**config.mk**
```make
export PLATFORM = sky130hd
export DESIGN_NAME = dasr_regs
export DESIGN_NICKNAME = d
export VERILOG_FILES = /design/src/hw/dasr_pkg.sv /design/src/hw/dasr_clk_gen.sv /design/src/hw/dasr_regs.sv
export VERILOG_INCLUDE_DIRS = /design/src /design/src/hw
export SDC_FILE = /design/constraint.sdc
export NUM_CORES = 1
export LEC_CHECK = 0
export ABC_AREA = 1
export ABC_CLOCK_PERIOD_IN_PS = 3020
export BUFFER_PORTS_ARGS = -buffer_cell sky130_fd_sc_hd__buf_2
export CAP_MARGIN = 5
export CORE_MARGIN = 4
export CORE_UTILIZATION = 26
export CTS_CLUSTER_DIAMETER = 100
export DETAILED_ROUTE_END_ITERATION = 8
export SLEW_MARGIN = 20
export SYNTH_ARGS = -nofsm -noshare
export SYNTH_HDL_FRONTEND = slang
export SYNTH_SLANG_ARGS = --single-unit
```
**constraint.sdc**
```tcl
create_clock -name clk -period 3.02 [get_ports clk]
set_input_delay 0.302 -clock clk [delete_from_list [all_inputs] [get_ports clk]]
set_output_delay 0.302 -clock clk [all_outputs]
set_load 0.005 [all_outputs]
```
**src/hw/dasr_defs.svh**
```systemverilog
// Offsets, field positions, reset values and timing figures of the debug access system registers.
// Assumes inclusion by bare name from every file that needs the figures.
`ifndef DASR_DEFS_SVH
`define DASR_DEFS_SVH

// ==========================================================
// Register offsets on the link-side register port
`define DASR_OFS_KEY_STATE    4'h7
`define DASR_OFS_RESET_REQ    4'h8
`define DASR_OFS_CLK_CTRL     4'h9
`define DASR_OFS_SYS_CTRL     4'hA
`define DASR_OFS_SYS_FLAGS    4'hB
`define DASR_OFS_CRC_STATE    4'hC

// ==========================================================
// Field positions
`define DASR_BIT_UROW_KEY     5
`define DASR_BIT_NVM_KEY      4
`define DASR_BIT_ERASE_KEY    3
`define DASR_BIT_UROW_DONE    1
`define DASR_BIT_CLK_REQ      0
`define DASR_BIT_RST_ACTIVE   5
`define DASR_BIT_ASLEEP       4
`define DASR_BIT_NVM_READY    3
`define DASR_BIT_UROW_READY   2
`define DASR_BIT_LOCKED       0

// ==========================================================
// Values and reset values
`define DASR_RESET_SIGNATURE  8'h59
`define DASR_CLKSEL_RESERVED  2'h0
`define DASR_CLKSEL_16MHZ     2'h1
`define DASR_CLKSEL_8MHZ      2'h2
`define DASR_CLKSEL_4MHZ      2'h3
`define DASR_RST_CLKSEL       2'h3
`define DASR_RST_LOCKED       1'b1

// ==========================================================
// Port clock rates in MHz against the system clock rate in MHz
`define DASR_SYS_CLK_MHZ      7'd100
`define DASR_PORT_16_MHZ      7'd16
`define DASR_PORT_8_MHZ       7'd8
`define DASR_PORT_4_MHZ       7'd4

`endif

```
**src/hw/dasr_pkg.sv**
```systemverilog
// Types shared by the debug access system register block.
// Assumes the constants header is included where figures are needed.
package dasr_pkg;

  // ==========================================================
  // Register access from the link instruction layer
  typedef struct packed {
    logic       wr;
    logic       rd;
    logic [3:0] addr;
    logic [7:0] wdata;
  } dasr_req_t;

  // ==========================================================
  // Key decoder and NVM controller events, one-cycle pulses
  typedef struct packed {
    logic urow_key_ok;
    logic nvm_key_ok;
    logic erase_key_ok;
    logic nvm_prog_done;
    logic chip_erase_done;
  } dasr_evt_t;

  // ==========================================================
  // Levels reported by the system domain
  typedef struct packed {
    logic       in_reset;
    logic       asleep;
    logic       nvm_ready;
    logic       urow_ready;
    logic       locked;
    logic [2:0] crc_state;
  } dasr_sys_t;

endpackage : dasr_pkg

```
**src/hw/dasr_clk_gen.sv**
```systemverilog
// Port clock enable generator: phase accumulator giving 16, 8 or 4 MHz ticks from the system clock.
// Assumes a 100 MHz clock; ticks are one-cycle enables, not a clock.
`timescale 1ns/100ps
`include "dasr_defs.svh"

module dasr_clk_gen (
  // Clock and reset
  input  wire logic       clk,
  input  wire logic       rst_n,
  // Rate select
  input  wire logic [1:0] clk_sel,
  // Port clock enable
  output logic            tick
);
  import dasr_pkg::*;

  logic [6:0] acc_q;
  logic [6:0] acc_d;
  logic       tick_d;
  logic [6:0] inc;
  logic [7:0] sum;

  // ==========================================================
  // Rate step and accumulator wrap
  always_comb begin
    case (clk_sel)
      `DASR_CLKSEL_16MHZ: inc = `DASR_PORT_16_MHZ;
      `DASR_CLKSEL_8MHZ:  inc = `DASR_PORT_8_MHZ;
      default:            inc = `DASR_PORT_4_MHZ;
    endcase
    sum = {1'b0, acc_q} + {1'b0, inc};
    if (sum >= {1'b0, `DASR_SYS_CLK_MHZ}) begin
      acc_d  = 7'(sum - {1'b0, `DASR_SYS_CLK_MHZ});
      tick_d = 1'b1;
    end else begin
      acc_d  = sum[6:0];
      tick_d = 1'b0;
    end
  end

  // Registers
  always_ff @(posedge clk) begin
    if (!rst_n) begin
      acc_q <= 7'h00;
      tick  <= 1'b0;
    end else begin
      acc_q <= acc_d;
      tick  <= tick_d;
    end
  end

endmodule : dasr_clk_gen

```
**src/hw/dasr_regs.sv**
```systemverilog
// Access-layer register set of the single-wire debug port: keys, system reset, clocks, status.
// Assumes requests come only from the link instruction layer; events are one-cycle pulses.
//
// Notes on behaviour
// Port disable clears keys, clock request, configuration.
// Key status shows row, program, erase keys.
// Program key clears when programming finishes.
// Erase key clears when chip erase completes.
// Signature write holds system reset asserted.
// Any other value releases held reset.
// Reset request reads bit0 hold, rest zero.
// System reset never resets this port.
// Clock select picks 16, 8, 4 MHz.
// Port clock defaults to 4 MHz.
// Row-done write starts user row programming.
// Programmer writes row-done after data in RAM.
// Row-done write ignored without row key.
// Clock request bit drives system clock request.
// Clock request set on enable, cleared disable.
// Reset-active flag sticky, cleared by read.
// Asleep flag follows system sleep state.
// Program-ready flag shows programming may start.
// Row-ready flag shows row programming may start.
// Lock flag resets one, follows lock bits.
// Checksum field shows one-hot state code.
// Registers reachable only from link port.
`timescale 1ns/100ps
`include "dasr_defs.svh"

module dasr_regs (
  // Clock and port reset
  input  wire logic              clk,
  input  wire logic              rst_n,
  // Link register access
  input  wire dasr_pkg::dasr_req_t req,
  output logic [7:0]             rdata,
  output logic                   rvalid,
  // Port enable and disable pulses from the physical layer
  input  wire logic              port_enable,
  input  wire logic              port_disable,
  // Key and NVM events
  input  wire dasr_pkg::dasr_evt_t evt,
  // System domain levels
  input  wire dasr_pkg::dasr_sys_t sys,
  // Physical layer control
  output logic                   phy_off,
  output logic                   port_reset,
  output logic                   port_clk_en,
  // System domain control
  output logic                   sys_reset_hold,
  output logic                   sys_clk_request,
  output logic                   urow_done
);
  import dasr_pkg::*;

  // ==========================================================
  // State
  logic [2:0] keys_q, keys_d;         // {row, program, erase}
  logic       hold_q, hold_d;
  logic [1:0] sel_q, sel_d;
  logic       creq_q, creq_d;
  logic       rsta_q, rsta_d;
  dasr_sys_t  sys_q, sys_d;
  logic       off_q, off_d;
  logic       prst_d;
  logic       udone_d;
  logic [7:0] rdata_d;
  logic       tick;
  logic       clk_en_d;

  logic wr_key, wr_rst, wr_clk, wr_ctl, rd_rst, rd_flg;

  // Decoded accesses; no other port reaches these registers
  assign wr_key = req.wr && (req.addr == `DASR_OFS_KEY_STATE);
  assign wr_rst = req.wr && (req.addr == `DASR_OFS_RESET_REQ);
  assign wr_clk = req.wr && (req.addr == `DASR_OFS_CLK_CTRL);
  assign wr_ctl = req.wr && (req.addr == `DASR_OFS_SYS_CTRL);
  assign rd_rst = req.rd && (req.addr == `DASR_OFS_RESET_REQ);
  assign rd_flg = req.rd && (req.addr == `DASR_OFS_SYS_FLAGS);

  // ==========================================================
  // Keys, reset hold, clock select, clock request
  always_comb begin
    keys_d  = keys_q;
    hold_d  = hold_q;
    sel_d   = sel_q;
    creq_d  = creq_q;
    off_d   = off_q;
    prst_d  = 1'b0;
    udone_d = wr_ctl && req.wdata[`DASR_BIT_UROW_DONE] && keys_q[2];
    // Software may drop the row key; decoder sets win
    if (wr_key && !req.wdata[`DASR_BIT_UROW_KEY])
      keys_d[2] = 1'b0;
    if (evt.nvm_prog_done)
      keys_d[1] = 1'b0;
    if (evt.chip_erase_done)
      keys_d[0] = 1'b0;
    if (evt.urow_key_ok)
      keys_d[2] = 1'b1;
    if (evt.nvm_key_ok)
      keys_d[1] = 1'b1;
    if (evt.erase_key_ok)
      keys_d[0] = 1'b1;
    if (wr_rst)
      hold_d = (req.wdata == `DASR_RESET_SIGNATURE);
    if (wr_clk && (req.wdata[1:0] != `DASR_CLKSEL_RESERVED))
      sel_d = req.wdata[1:0];
    if (wr_ctl)
      creq_d = req.wdata[`DASR_BIT_CLK_REQ];
    if (port_enable) begin
      creq_d = 1'b1;
      sel_d  = `DASR_RST_CLKSEL;
      off_d  = 1'b0;
    end
    if (port_disable) begin
      keys_d  = 3'h0;
      hold_d  = 1'b0;
      sel_d   = `DASR_RST_CLKSEL;
      creq_d  = 1'b0;
      off_d   = 1'b1;
      prst_d  = 1'b1;
      udone_d = 1'b0;
    end
  end

  // ==========================================================
  // System status capture; reset-active is sticky, set wins over read-clear
  always_comb begin
    sys_d  = sys;
    rsta_d = (rsta_q && !rd_flg) || sys.in_reset || hold_q;
  end

  // ==========================================================
  // Read data, answered one cycle after the request
  always_comb begin
    rdata_d = 8'h00;
    case (req.addr)
      `DASR_OFS_KEY_STATE: rdata_d = {2'b00, keys_q, 3'b000};
      `DASR_OFS_RESET_REQ: rdata_d = {7'h00, hold_q};
      `DASR_OFS_CLK_CTRL:  rdata_d = {6'h00, sel_q};
      `DASR_OFS_SYS_CTRL:  rdata_d = {7'h00, creq_q};
      `DASR_OFS_SYS_FLAGS: rdata_d = {2'b00, rsta_q, sys_q.asleep, sys_q.nvm_ready,
                                      sys_q.urow_ready, 1'b0, sys_q.locked};
      `DASR_OFS_CRC_STATE: rdata_d = {5'h00, sys_q.crc_state};
      default:             rdata_d = 8'h00;
    endcase
  end

  // Registers; only the port reset clears them, never the system reset
  always_ff @(posedge clk) begin
    if (!rst_n) begin
      keys_q     <= 3'h0;
      hold_q     <= 1'b0;
      sel_q      <= `DASR_RST_CLKSEL;
      creq_q     <= 1'b0;
      off_q      <= 1'b0;
      rsta_q     <= 1'b0;
      sys_q      <= '{default: 1'b0, locked: `DASR_RST_LOCKED};
      port_reset <= 1'b0;
      urow_done  <= 1'b0;
      rdata      <= 8'h00;
      rvalid     <= 1'b0;
      port_clk_en <= 1'b0;
    end else begin
      keys_q     <= keys_d;
      hold_q     <= hold_d;
      sel_q      <= sel_d;
      creq_q     <= creq_d;
      off_q      <= off_d;
      rsta_q     <= rsta_d;
      sys_q      <= sys_d;
      port_reset <= prst_d;
      urow_done  <= udone_d;
      rdata      <= req.rd ? rdata_d : 8'h00;
      rvalid     <= req.rd;
      port_clk_en <= clk_en_d;
    end
  end

  assign sys_reset_hold  = hold_q;
  assign sys_clk_request = creq_q;
  assign phy_off         = off_q;

  // Port clock enable from the selected rate
  dasr_clk_gen u_clk_gen (
    .clk     (clk),
    .rst_n   (rst_n),
    .clk_sel (sel_q),
    .tick    (tick)
  );
  // Gated tick, registered so the output comes from a flop
  assign clk_en_d = tick && !off_q;
endmodule : dasr_regs

```
==> results of run 1 <==
-- cells by family after synthesis --
group	Yosys count	synth area share
AO/OA/AOI/OAI	23	0.08404
flip-flops	32	0.4302
other	1	0.002519
adder cells (fa/ha/maj)	8	0.07227
buffers and inverters	40	0.1067
AND/OR/NAND/NOR	90	0.2874
XOR/XNOR	2	0.01681
-- cell usage after synthesis (all sizes together) (2+ instances only) --
library cell / n
ha: 7
dfxtp: 32
nand3: 21
inv: 36
a21oi: 16
buf: 3
nand2: 45
nand4: 8
nor2: 11
o21ai: 3
nor3: 2
-- per-layer routing --
metal / up-vias / part of all wire
met5: - / 0
met4: 0 / 0.020
met3: 6 / 0.078
met2: 40 / 0.40
met1: 576 / 0.50
li1: 715 / -
-- where the power goes --
| part | internal, W | switching, W | total (W) |
|---|---|---|---|
| clock | 0.000185 | 0.000154 | 0.000339 |
| sequential | 0.000438 | 0.00000719 | 0.000445 |
| combinational | 0.0000445 | 0.0000616 | 0.000106 |
-- layout by cell type (no fill, tap or decap), drive strengths merged --
master	count
xnor2	1
a221oi	1
nor2	11
clkbuf	7
buf	43
ha	7
nand3	21
a211oi	1
or2	1
nor3	2
o21ai	3
a21oi	16
conb	2
o211ai	1
nand4	8
inv	36
xor2	1
nor3b	1
nor4	1
a31oi	1
dfxtp	32
nand2	45
clkinvlp	1
fa	1
-- registers in the layout, summed over array words and instances (netlist names) --
| register | cells |
|---|---|
| sel_q | 2 |
| keys_q | 3 |
| phy_off | 1 |
| u_clk_gen.tick | 1 |
| rdata | 6 |
| port_reset | 1 |
| sys_q | 7 |
| port_clk_en | 1 |
| urow_done | 1 |
| rsta_q | 1 |
| sys_reset_hold | 1 |
| rvalid | 1 |
| u_clk_gen.acc_q | 5 |
| sys_clk_request | 1 |
-- layout make-up --
cell class	count	area [um2]
fillers	594	3672
repair buffers	43	215.2
clock buffers	7	86.33
flip-flops and latches	32	640.6
clock inverters	1	7.507
multi-input cells	125	693.2
inverters	36	135.1
well taps	72	90.09
-- through the flow --
stage,util,setup slack [ns],hold WS (ns),area (um2)
2_1_floorplan,-,0.8737,0.3996,1493
3_3_place_gp,0.3202,0.7843,0.4319,1774
3_5_place_dp,0.3202,0.6542,0.4390,1774
4_1_cts,0.3372,0.6288,0.1920,1868
5_1_grt,0.3372,0.4355,0.2020,1868
6_report,0.3372,0.6299,0.2018,1868
-- worst paths after layout --
| kind | end | slack (ns) |
|---|---|---|
| worst min register to register | port_clk_en | 0.44 |
| worst max register to register | u_clk_gen.acc_q[4] | 0.63 |
| worst min-delay path | sys_q[2] | 0.20 |
| worst max-delay path | u_clk_gen.acc_q[4] | 0.63 |
-- worst max-delay path, delay by kind of cell, from the launching register on --
| family | cells | cell delay [ns] |
|---|---|---|
| fa+ha+maj | 4 | 1.25 |
| simple gates | 4 | 0.42 |
| flops | 1 | 0.38 |
| compound gates | 1 | 0.15 |
| buf+inv | 2 | 0.13 |
==> run summary, run 1 <==
Syn Inst Count -> 196
Critical Path, Cell by Cell -> inv_1 > ha_1 > ha_1 > inv_1 > fa_1 > ha_1 > nand3_2 > nand3_2 > nand2_2 > nand2_1 > a21oi_1
Outcome -> complete, no violations
RSZ-0062 raised after global routing -> no
Cts bufs inserted -> 5
Post-route non-filler standard cell count -> 316
FF-to-FF Start -> sel_q[0]
Setup CP Type -> reg -> reg
HP Class -> in -> reg
Power Dens Cells -> 476.6 nW/um2
Fin crit period -> 2.390 ns
IO Pins -> 46
HPWL Detailed -> 2738 um
Slew Viols, Final -> 0
Clk buf depth -> 2
CTS Root Cell -> clkbuf_8
GR peak layer -> met2
Critical Path RT -> 3.22 ns
Worst skew pair latency -> 0.28 ns
IR drop worst, VDD -> 0.0002372 V
Fraction of the cycle the final worst path needs -> 0.7914
Chip height -> 83.68 um
Crit. End Element -> register
Synth top area share -> 0.4303
GR met3 Demand/Resource -> 0.03653
Hold Path Depth -> 3
Number of synthesized flops with an enable pin -> 0
Post-CTS Hold Buffers -> 0
Ys Warns -> 0
Register clock-pin slew on the reported worst setup and hold paths -> 0.06 ns
Most frequent CP cell -> ha_1
Primary FF master, synth -> dfxtp_1
Unique masters post-synth -> 28
WL final -> 3406 um
Hold violation count in the final report -> 0
FF+latch count, synth -> 32
Yosys top cell by area -> dfxtp_1
Skew final -> 0.005186 ns
Placer congestion estimate -> 0.7874
Area Growth Syn to Fin -> 25.46%
Share of cells above drive strength 1 -> 0.2705
Slowest stage delay, CP -> 0.48 ns
Synth top area cells -> dfxtp_1 (43%), nand2_1 (10%), inv_1 (7.8%), nand3_1 (6.1%), ha_1 (5.9%)
Wire length per cell -> 10.78 um
Seq/Total Area, Yosys -> 0.4303
Fmax -> 418.4 MHz
Area of the die -> 7002 um2
Total number of vias -> 1337
CTS H-tree lvls -> 2
Tot Pwr -> 0.0008904 W
Routed Antenna Nets -> 0
Post-CTS setup buffers -> 0
Number of global-route vias before repair -> 1284
Met1 Track Usage GR -> 0.1320
Total track usage -> 0.1013
Initial antenna violation count -> 0
Overflow after GRT -> 0
Placeable Area -> 5540 um2
Min-delay src -> sys[2]
Ys async rst share -> 0
Max-Cap Viols -> 0
Slowest CP cell -> fa_1
CTS Sinks -> 32
Synthesized cell area -> 1489 um2
Largest net degree at the start of global routing -> 13
Die extent in x -> 83.68 um
DRC Markers -> 0
Post-DR vias/cell -> 4.231
CTS tree -> done
# port buffers -> 43
Arr. time, crit path -> 2.59 ns
Starting Density -> 0.2687
TritonRoute pass-1 iters -> 4
Post-CTS Resized -> 0
Worst Setup SP -> sel_q[0]
Mapped Avg Cell Area -> 7.597 um2
Setup TNS -> 0 ns
Static Leak -> 0.9553 nW
Antenna diode count -> 0
Crit-path max FO -> 7
Placed cells -> 308
Worst Reg-to-Reg Cells -> 11
First-pass GRT wire length -> 5692 um
GR Layer Usage met2 -> 0.1475
Endpoints failing setup -> 0
# rows -> 27
Startpoint Class -> register
Nets -> 282
DRT iter0 DRCs -> 51
Note: power is estimated with default switching activity, not from simulation.
==> inputs of run 2 (changes only) <==
--- a/config.mk
+++ b/config.mk
@@ -6,8 +6,8 @@
 export SDC_FILE = /design/constraint.sdc
 export NUM_CORES = 1
 export LEC_CHECK = 0
-export ABC_AREA = 1
-export ABC_CLOCK_PERIOD_IN_PS = 3020
+export ABC_AREA = 0
+export ABC_CLOCK_PERIOD_IN_PS = 2100
 export BUFFER_PORTS_ARGS = -buffer_cell sky130_fd_sc_hd__buf_2
 export CAP_MARGIN = 5
 export CORE_MARGIN = 4
==> constraint.sdc (replaced) <==
create_clock -name clk -period 2.1 [get_ports clk]
set_input_delay 0.21 -clock clk [delete_from_list [all_inputs] [get_ports clk]]
set_output_delay 0.21 -clock clk [all_outputs]
set_load 0.005 [all_outputs]
==> run summary, run 2 <==
Outcome -> finished with violations (was complete, no violations)
Failing checks -> setup timing
Most frequent cells in the layout -> buf_2 (43), dfxtp_1 (30), nor2_1 (16), nand2_1 (14), buf_4 (12) (was buf_2 (43), nand2_1 (40), dfxtp_1 (32), inv_1 (31), nand3_1 (18))
CTS Root Cell -> clkbuf_8 (unchanged)
Area of the die -> 7038 um2 (was 7002 um2)
Initial antenna violation count -> 0 (unchanged)
Max-Cap Viols -> 0 (unchanged)
Syn Inst Count -> 168 (was 196)
Placeable Area -> 5540 um2 (unchanged)
Count leader, synth -> dfxtp_1 (was nand2_1)
# rows -> 27 (unchanged)
Ys Warns -> 0 (unchanged)
Largest net degree at the start of global routing -> 16 (was 13)
Hold slack -> 0.1110 ns (was 0.2018 ns)
Endpoints failing setup -> 6 (was 0)
Ys async rst share -> 0 (unchanged)
Skew final -> 0.006673 ns (was 0.005186 ns)
Register clock-pin slew on the reported worst setup and hold paths -> 0.07 ns (was 0.06 ns)
CTS Sinks -> 32 (unchanged)
Setup ws final -> -0.3445 ns (was 0.6299 ns)
Hold violation count in the final report -> 0 (unchanged)
DRC Markers -> 0 (unchanged)
Routed Antenna Nets -> 0 (unchanged)
Share of cells above drive strength 1 -> 0.3795 (was 0.2705)
FF+latch count, synth -> 32 (unchanged)
Synthesized cell area -> 1498 um2 (was 1489 um2)
Chip height -> 83.90 um (was 83.68 um)
Total track usage -> 0.1112 (was 0.1013)
Commonest non-fill, non-tap cell in the layout -> buf_2 (unchanged)
Fillers -> 596 (was 594)
Wire length per cell -> 12.73 um (was 10.78 um)
Arr. time, crit path -> 2.66 ns (was 2.59 ns)
TritonRoute pass-1 iters -> 4 (unchanged)
Number of global-route vias before repair -> 1344 (was 1284)
Fin crit period -> 2.444 ns (was 2.390 ns)
Mapped Avg Cell Area -> 8.915 um2 (was 7.597 um2)
Placer congestion estimate -> 0.8430 (was 0.7874)
Routed wl met3 -> 194 um (was 267 um)
HP Class -> in -> reg (unchanged)
Antenna diode count -> 0 (unchanged)
Unique masters post-synth -> 44 (was 28)
Top Registers -> sys_q: 7 flops, rdata: 6 flops, u_clk_gen.acc_q: 5 flops (unchanged)
WL final -> 3767 um (was 3406 um)
Crit. End Element -> register (unchanged)
Tot Pwr -> 0.001370 W (was 0.0008904 W)
Synth top area cells -> dfxtp_1 (43%), ha_1 (5.8%), nor2_1 (4.0%), and2_1 (3.8%), nand2_1 (3.8%) (was dfxtp_1 (43%), nand2_1 (10%), inv_1 (7.8%), nand3_1 (6.1%), ha_1 (5.9%))
Die extent in x -> 83.90 um (was 83.68 um)
IR drop worst, VDD -> 0.0004107 V (was 0.0002372 V)
Setup CP Type -> reg -> reg (unchanged)
Met2 Wirelength -> 1733 um (was 1360 um)
Number of flip-flops in the largest register -> 7 (unchanged)
Starting Density -> 0.2703 (was 0.2687)
Seq/Total Area, Yosys -> 0.4277 (was 0.4303)
Total number of vias -> 1345 (was 1337)
Utilization after layout -> 0.3670 (was 0.3372)
Primary FF master, synth -> dfxtp_1 (unchanged)
DRT iter0 DRCs -> 51 (unchanged)
Number of synthesized flops with an enable pin -> 0 (unchanged)
Startpoint Class -> register (unchanged)
Crit-path max FO -> 4 (was 7)
Power Dens Cells -> 673.6 nW/um2 (was 476.6 nW/um2)
Synth top area share -> 0.4277 (was 0.4303)
Clk buf depth -> 2 (unchanged)
Fraction of the cycle the final worst path needs -> 1.164 (was 0.7914)
Cts bufs inserted -> 5 (unchanged)
Fmax -> 409.1 MHz (was 418.4 MHz)
Yosys top cell by area -> dfxtp_1 (unchanged)
Overflow after GRT -> 0 (unchanged)
Setup TNS -> -1.638 ns (was 0 ns)
CTS tree -> done (unchanged)
IO Pins -> 46 (unchanged)
Top layer in use -> met4 (unchanged)
Area Growth Syn to Fin -> 35.76% (was 25.46%)
# port buffers -> 43 (unchanged)
Post-synth top cells -> dfxtp_1 (32), nor2_1 (16), nand2_1 (15) (was nand2_1 (40), dfxtp_1 (32), inv_1 (31))
Slew Viols, Final -> 0 (unchanged)
HPWL Detailed -> 2818 um (was 2738 um)
Post-DR vias/cell -> 4.544 (was 4.231)
Worst skew pair latency -> 0.29 ns (was 0.28 ns)
Nets -> 262 (was 282)
Critical Path RT -> 2.32 ns (was 3.22 ns)
WL met1 -> 1782 um (was 1710 um)
First-pass GRT wire length -> 6189 um (was 5692 um)
Biggest register -> sys_q (unchanged)
Static Leak -> 0.8650 nW (was 0.9553 nW)
CTS H-tree lvls -> 2 (unchanged)
RSZ-0062 raised after global routing -> yes (was no)
==> run 2: area by class of cell <==
| type | instances | area, um2 | share of cell area |
|---|---|---|---|
| multi-input combinational | 116 | 858.3 | 0.4222 |
| sequential | 32 | 643.1 | 0.3163 |
| timing repair buffer | 55 | 305.3 | 0.1502 |
| tap | 72 | 90.09 | 0.04431 |
| clock buffer | 5 | 68.82 | 0.03385 |
| inverter | 13 | 48.80 | 0.02400 |
| clock inverter | 3 | 18.77 | 0.009231 |
==> run 2: stage by stage <==
stage / cell area (um2) / std cells / worst slack [ns]
3_3_place_gp: 1866 / 285 / -0.3015
3_5_place_dp: 1866 / 285 / -0.4128
2_1_floorplan: 1533 / 169 / -0.2904
6_report: 2033 / 296 / -0.3445
4_1_cts: 2014 / 296 / -0.3247
5_1_grt: 2033 / 296 / -0.4436
==> run 2: report_power, final <==
part           switching [W]  leakage, nW  internal (W)
logic               0.000123        0.556      0.000129
clock network       0.000243       0.0479      0.000231
registers          0.0000121        0.262      0.000631
total               0.000379        0.865      0.000991
==> run 2: logic make-up after synthesis <==
group,synth area share
muxes,0.01337
xor gates and xnor gates,0.01755
buffers and inverters,0.05930
AOI/OAI and AO/OA,0.1805
other,0.002504
and+or+nand+nor,0.2272
DFF,0.4277
adders and majority gates,0.07184
==> run 2: worst paths after layout <==
path                            slack, ns  cells after the start                  to     start
worst max-delay path                -0.34                     10  u_clk_gen.acc_q[2]  sel_q[0]
worst min-delay path                 0.11                      2            sys_q[3]    sys[3]
worst max register to register      -0.34                     10  u_clk_gen.acc_q[2]  sel_q[0]
worst min register to register       0.44                      1         port_clk_en   phy_off
==> run 2: repair_timing <==
item	in CTS	in global routing
pin swaps	5	1
setup endpoints to repair	6	6
buffers inserted	3	0
resized for setup	9	3
cloned	0	0
hold buffers	0	0
==> run 2: routing by layer <==
metal | GRT usage | vias to the layer above
li1 | - | 678
met3 | 0.03258 | 6
met5 | 0 | -
met4 | 0.04386 | 0
met2 | 0.1779 | 36
met1 | 0.1400 | 625
==> run 2: worst max-delay path, stage by stage (launching register included) <==
cell,delay (ns)
dfxtp_2,0.34
inv_2,0.05
ha_4,0.27
ha_4,0.13
inv_2,0.03
fa_2,0.59
ha_4,0.16
a2bb2oi_4,0.20
a21oi_4,0.09
or3_1,0.39
a21oi_2,0.13
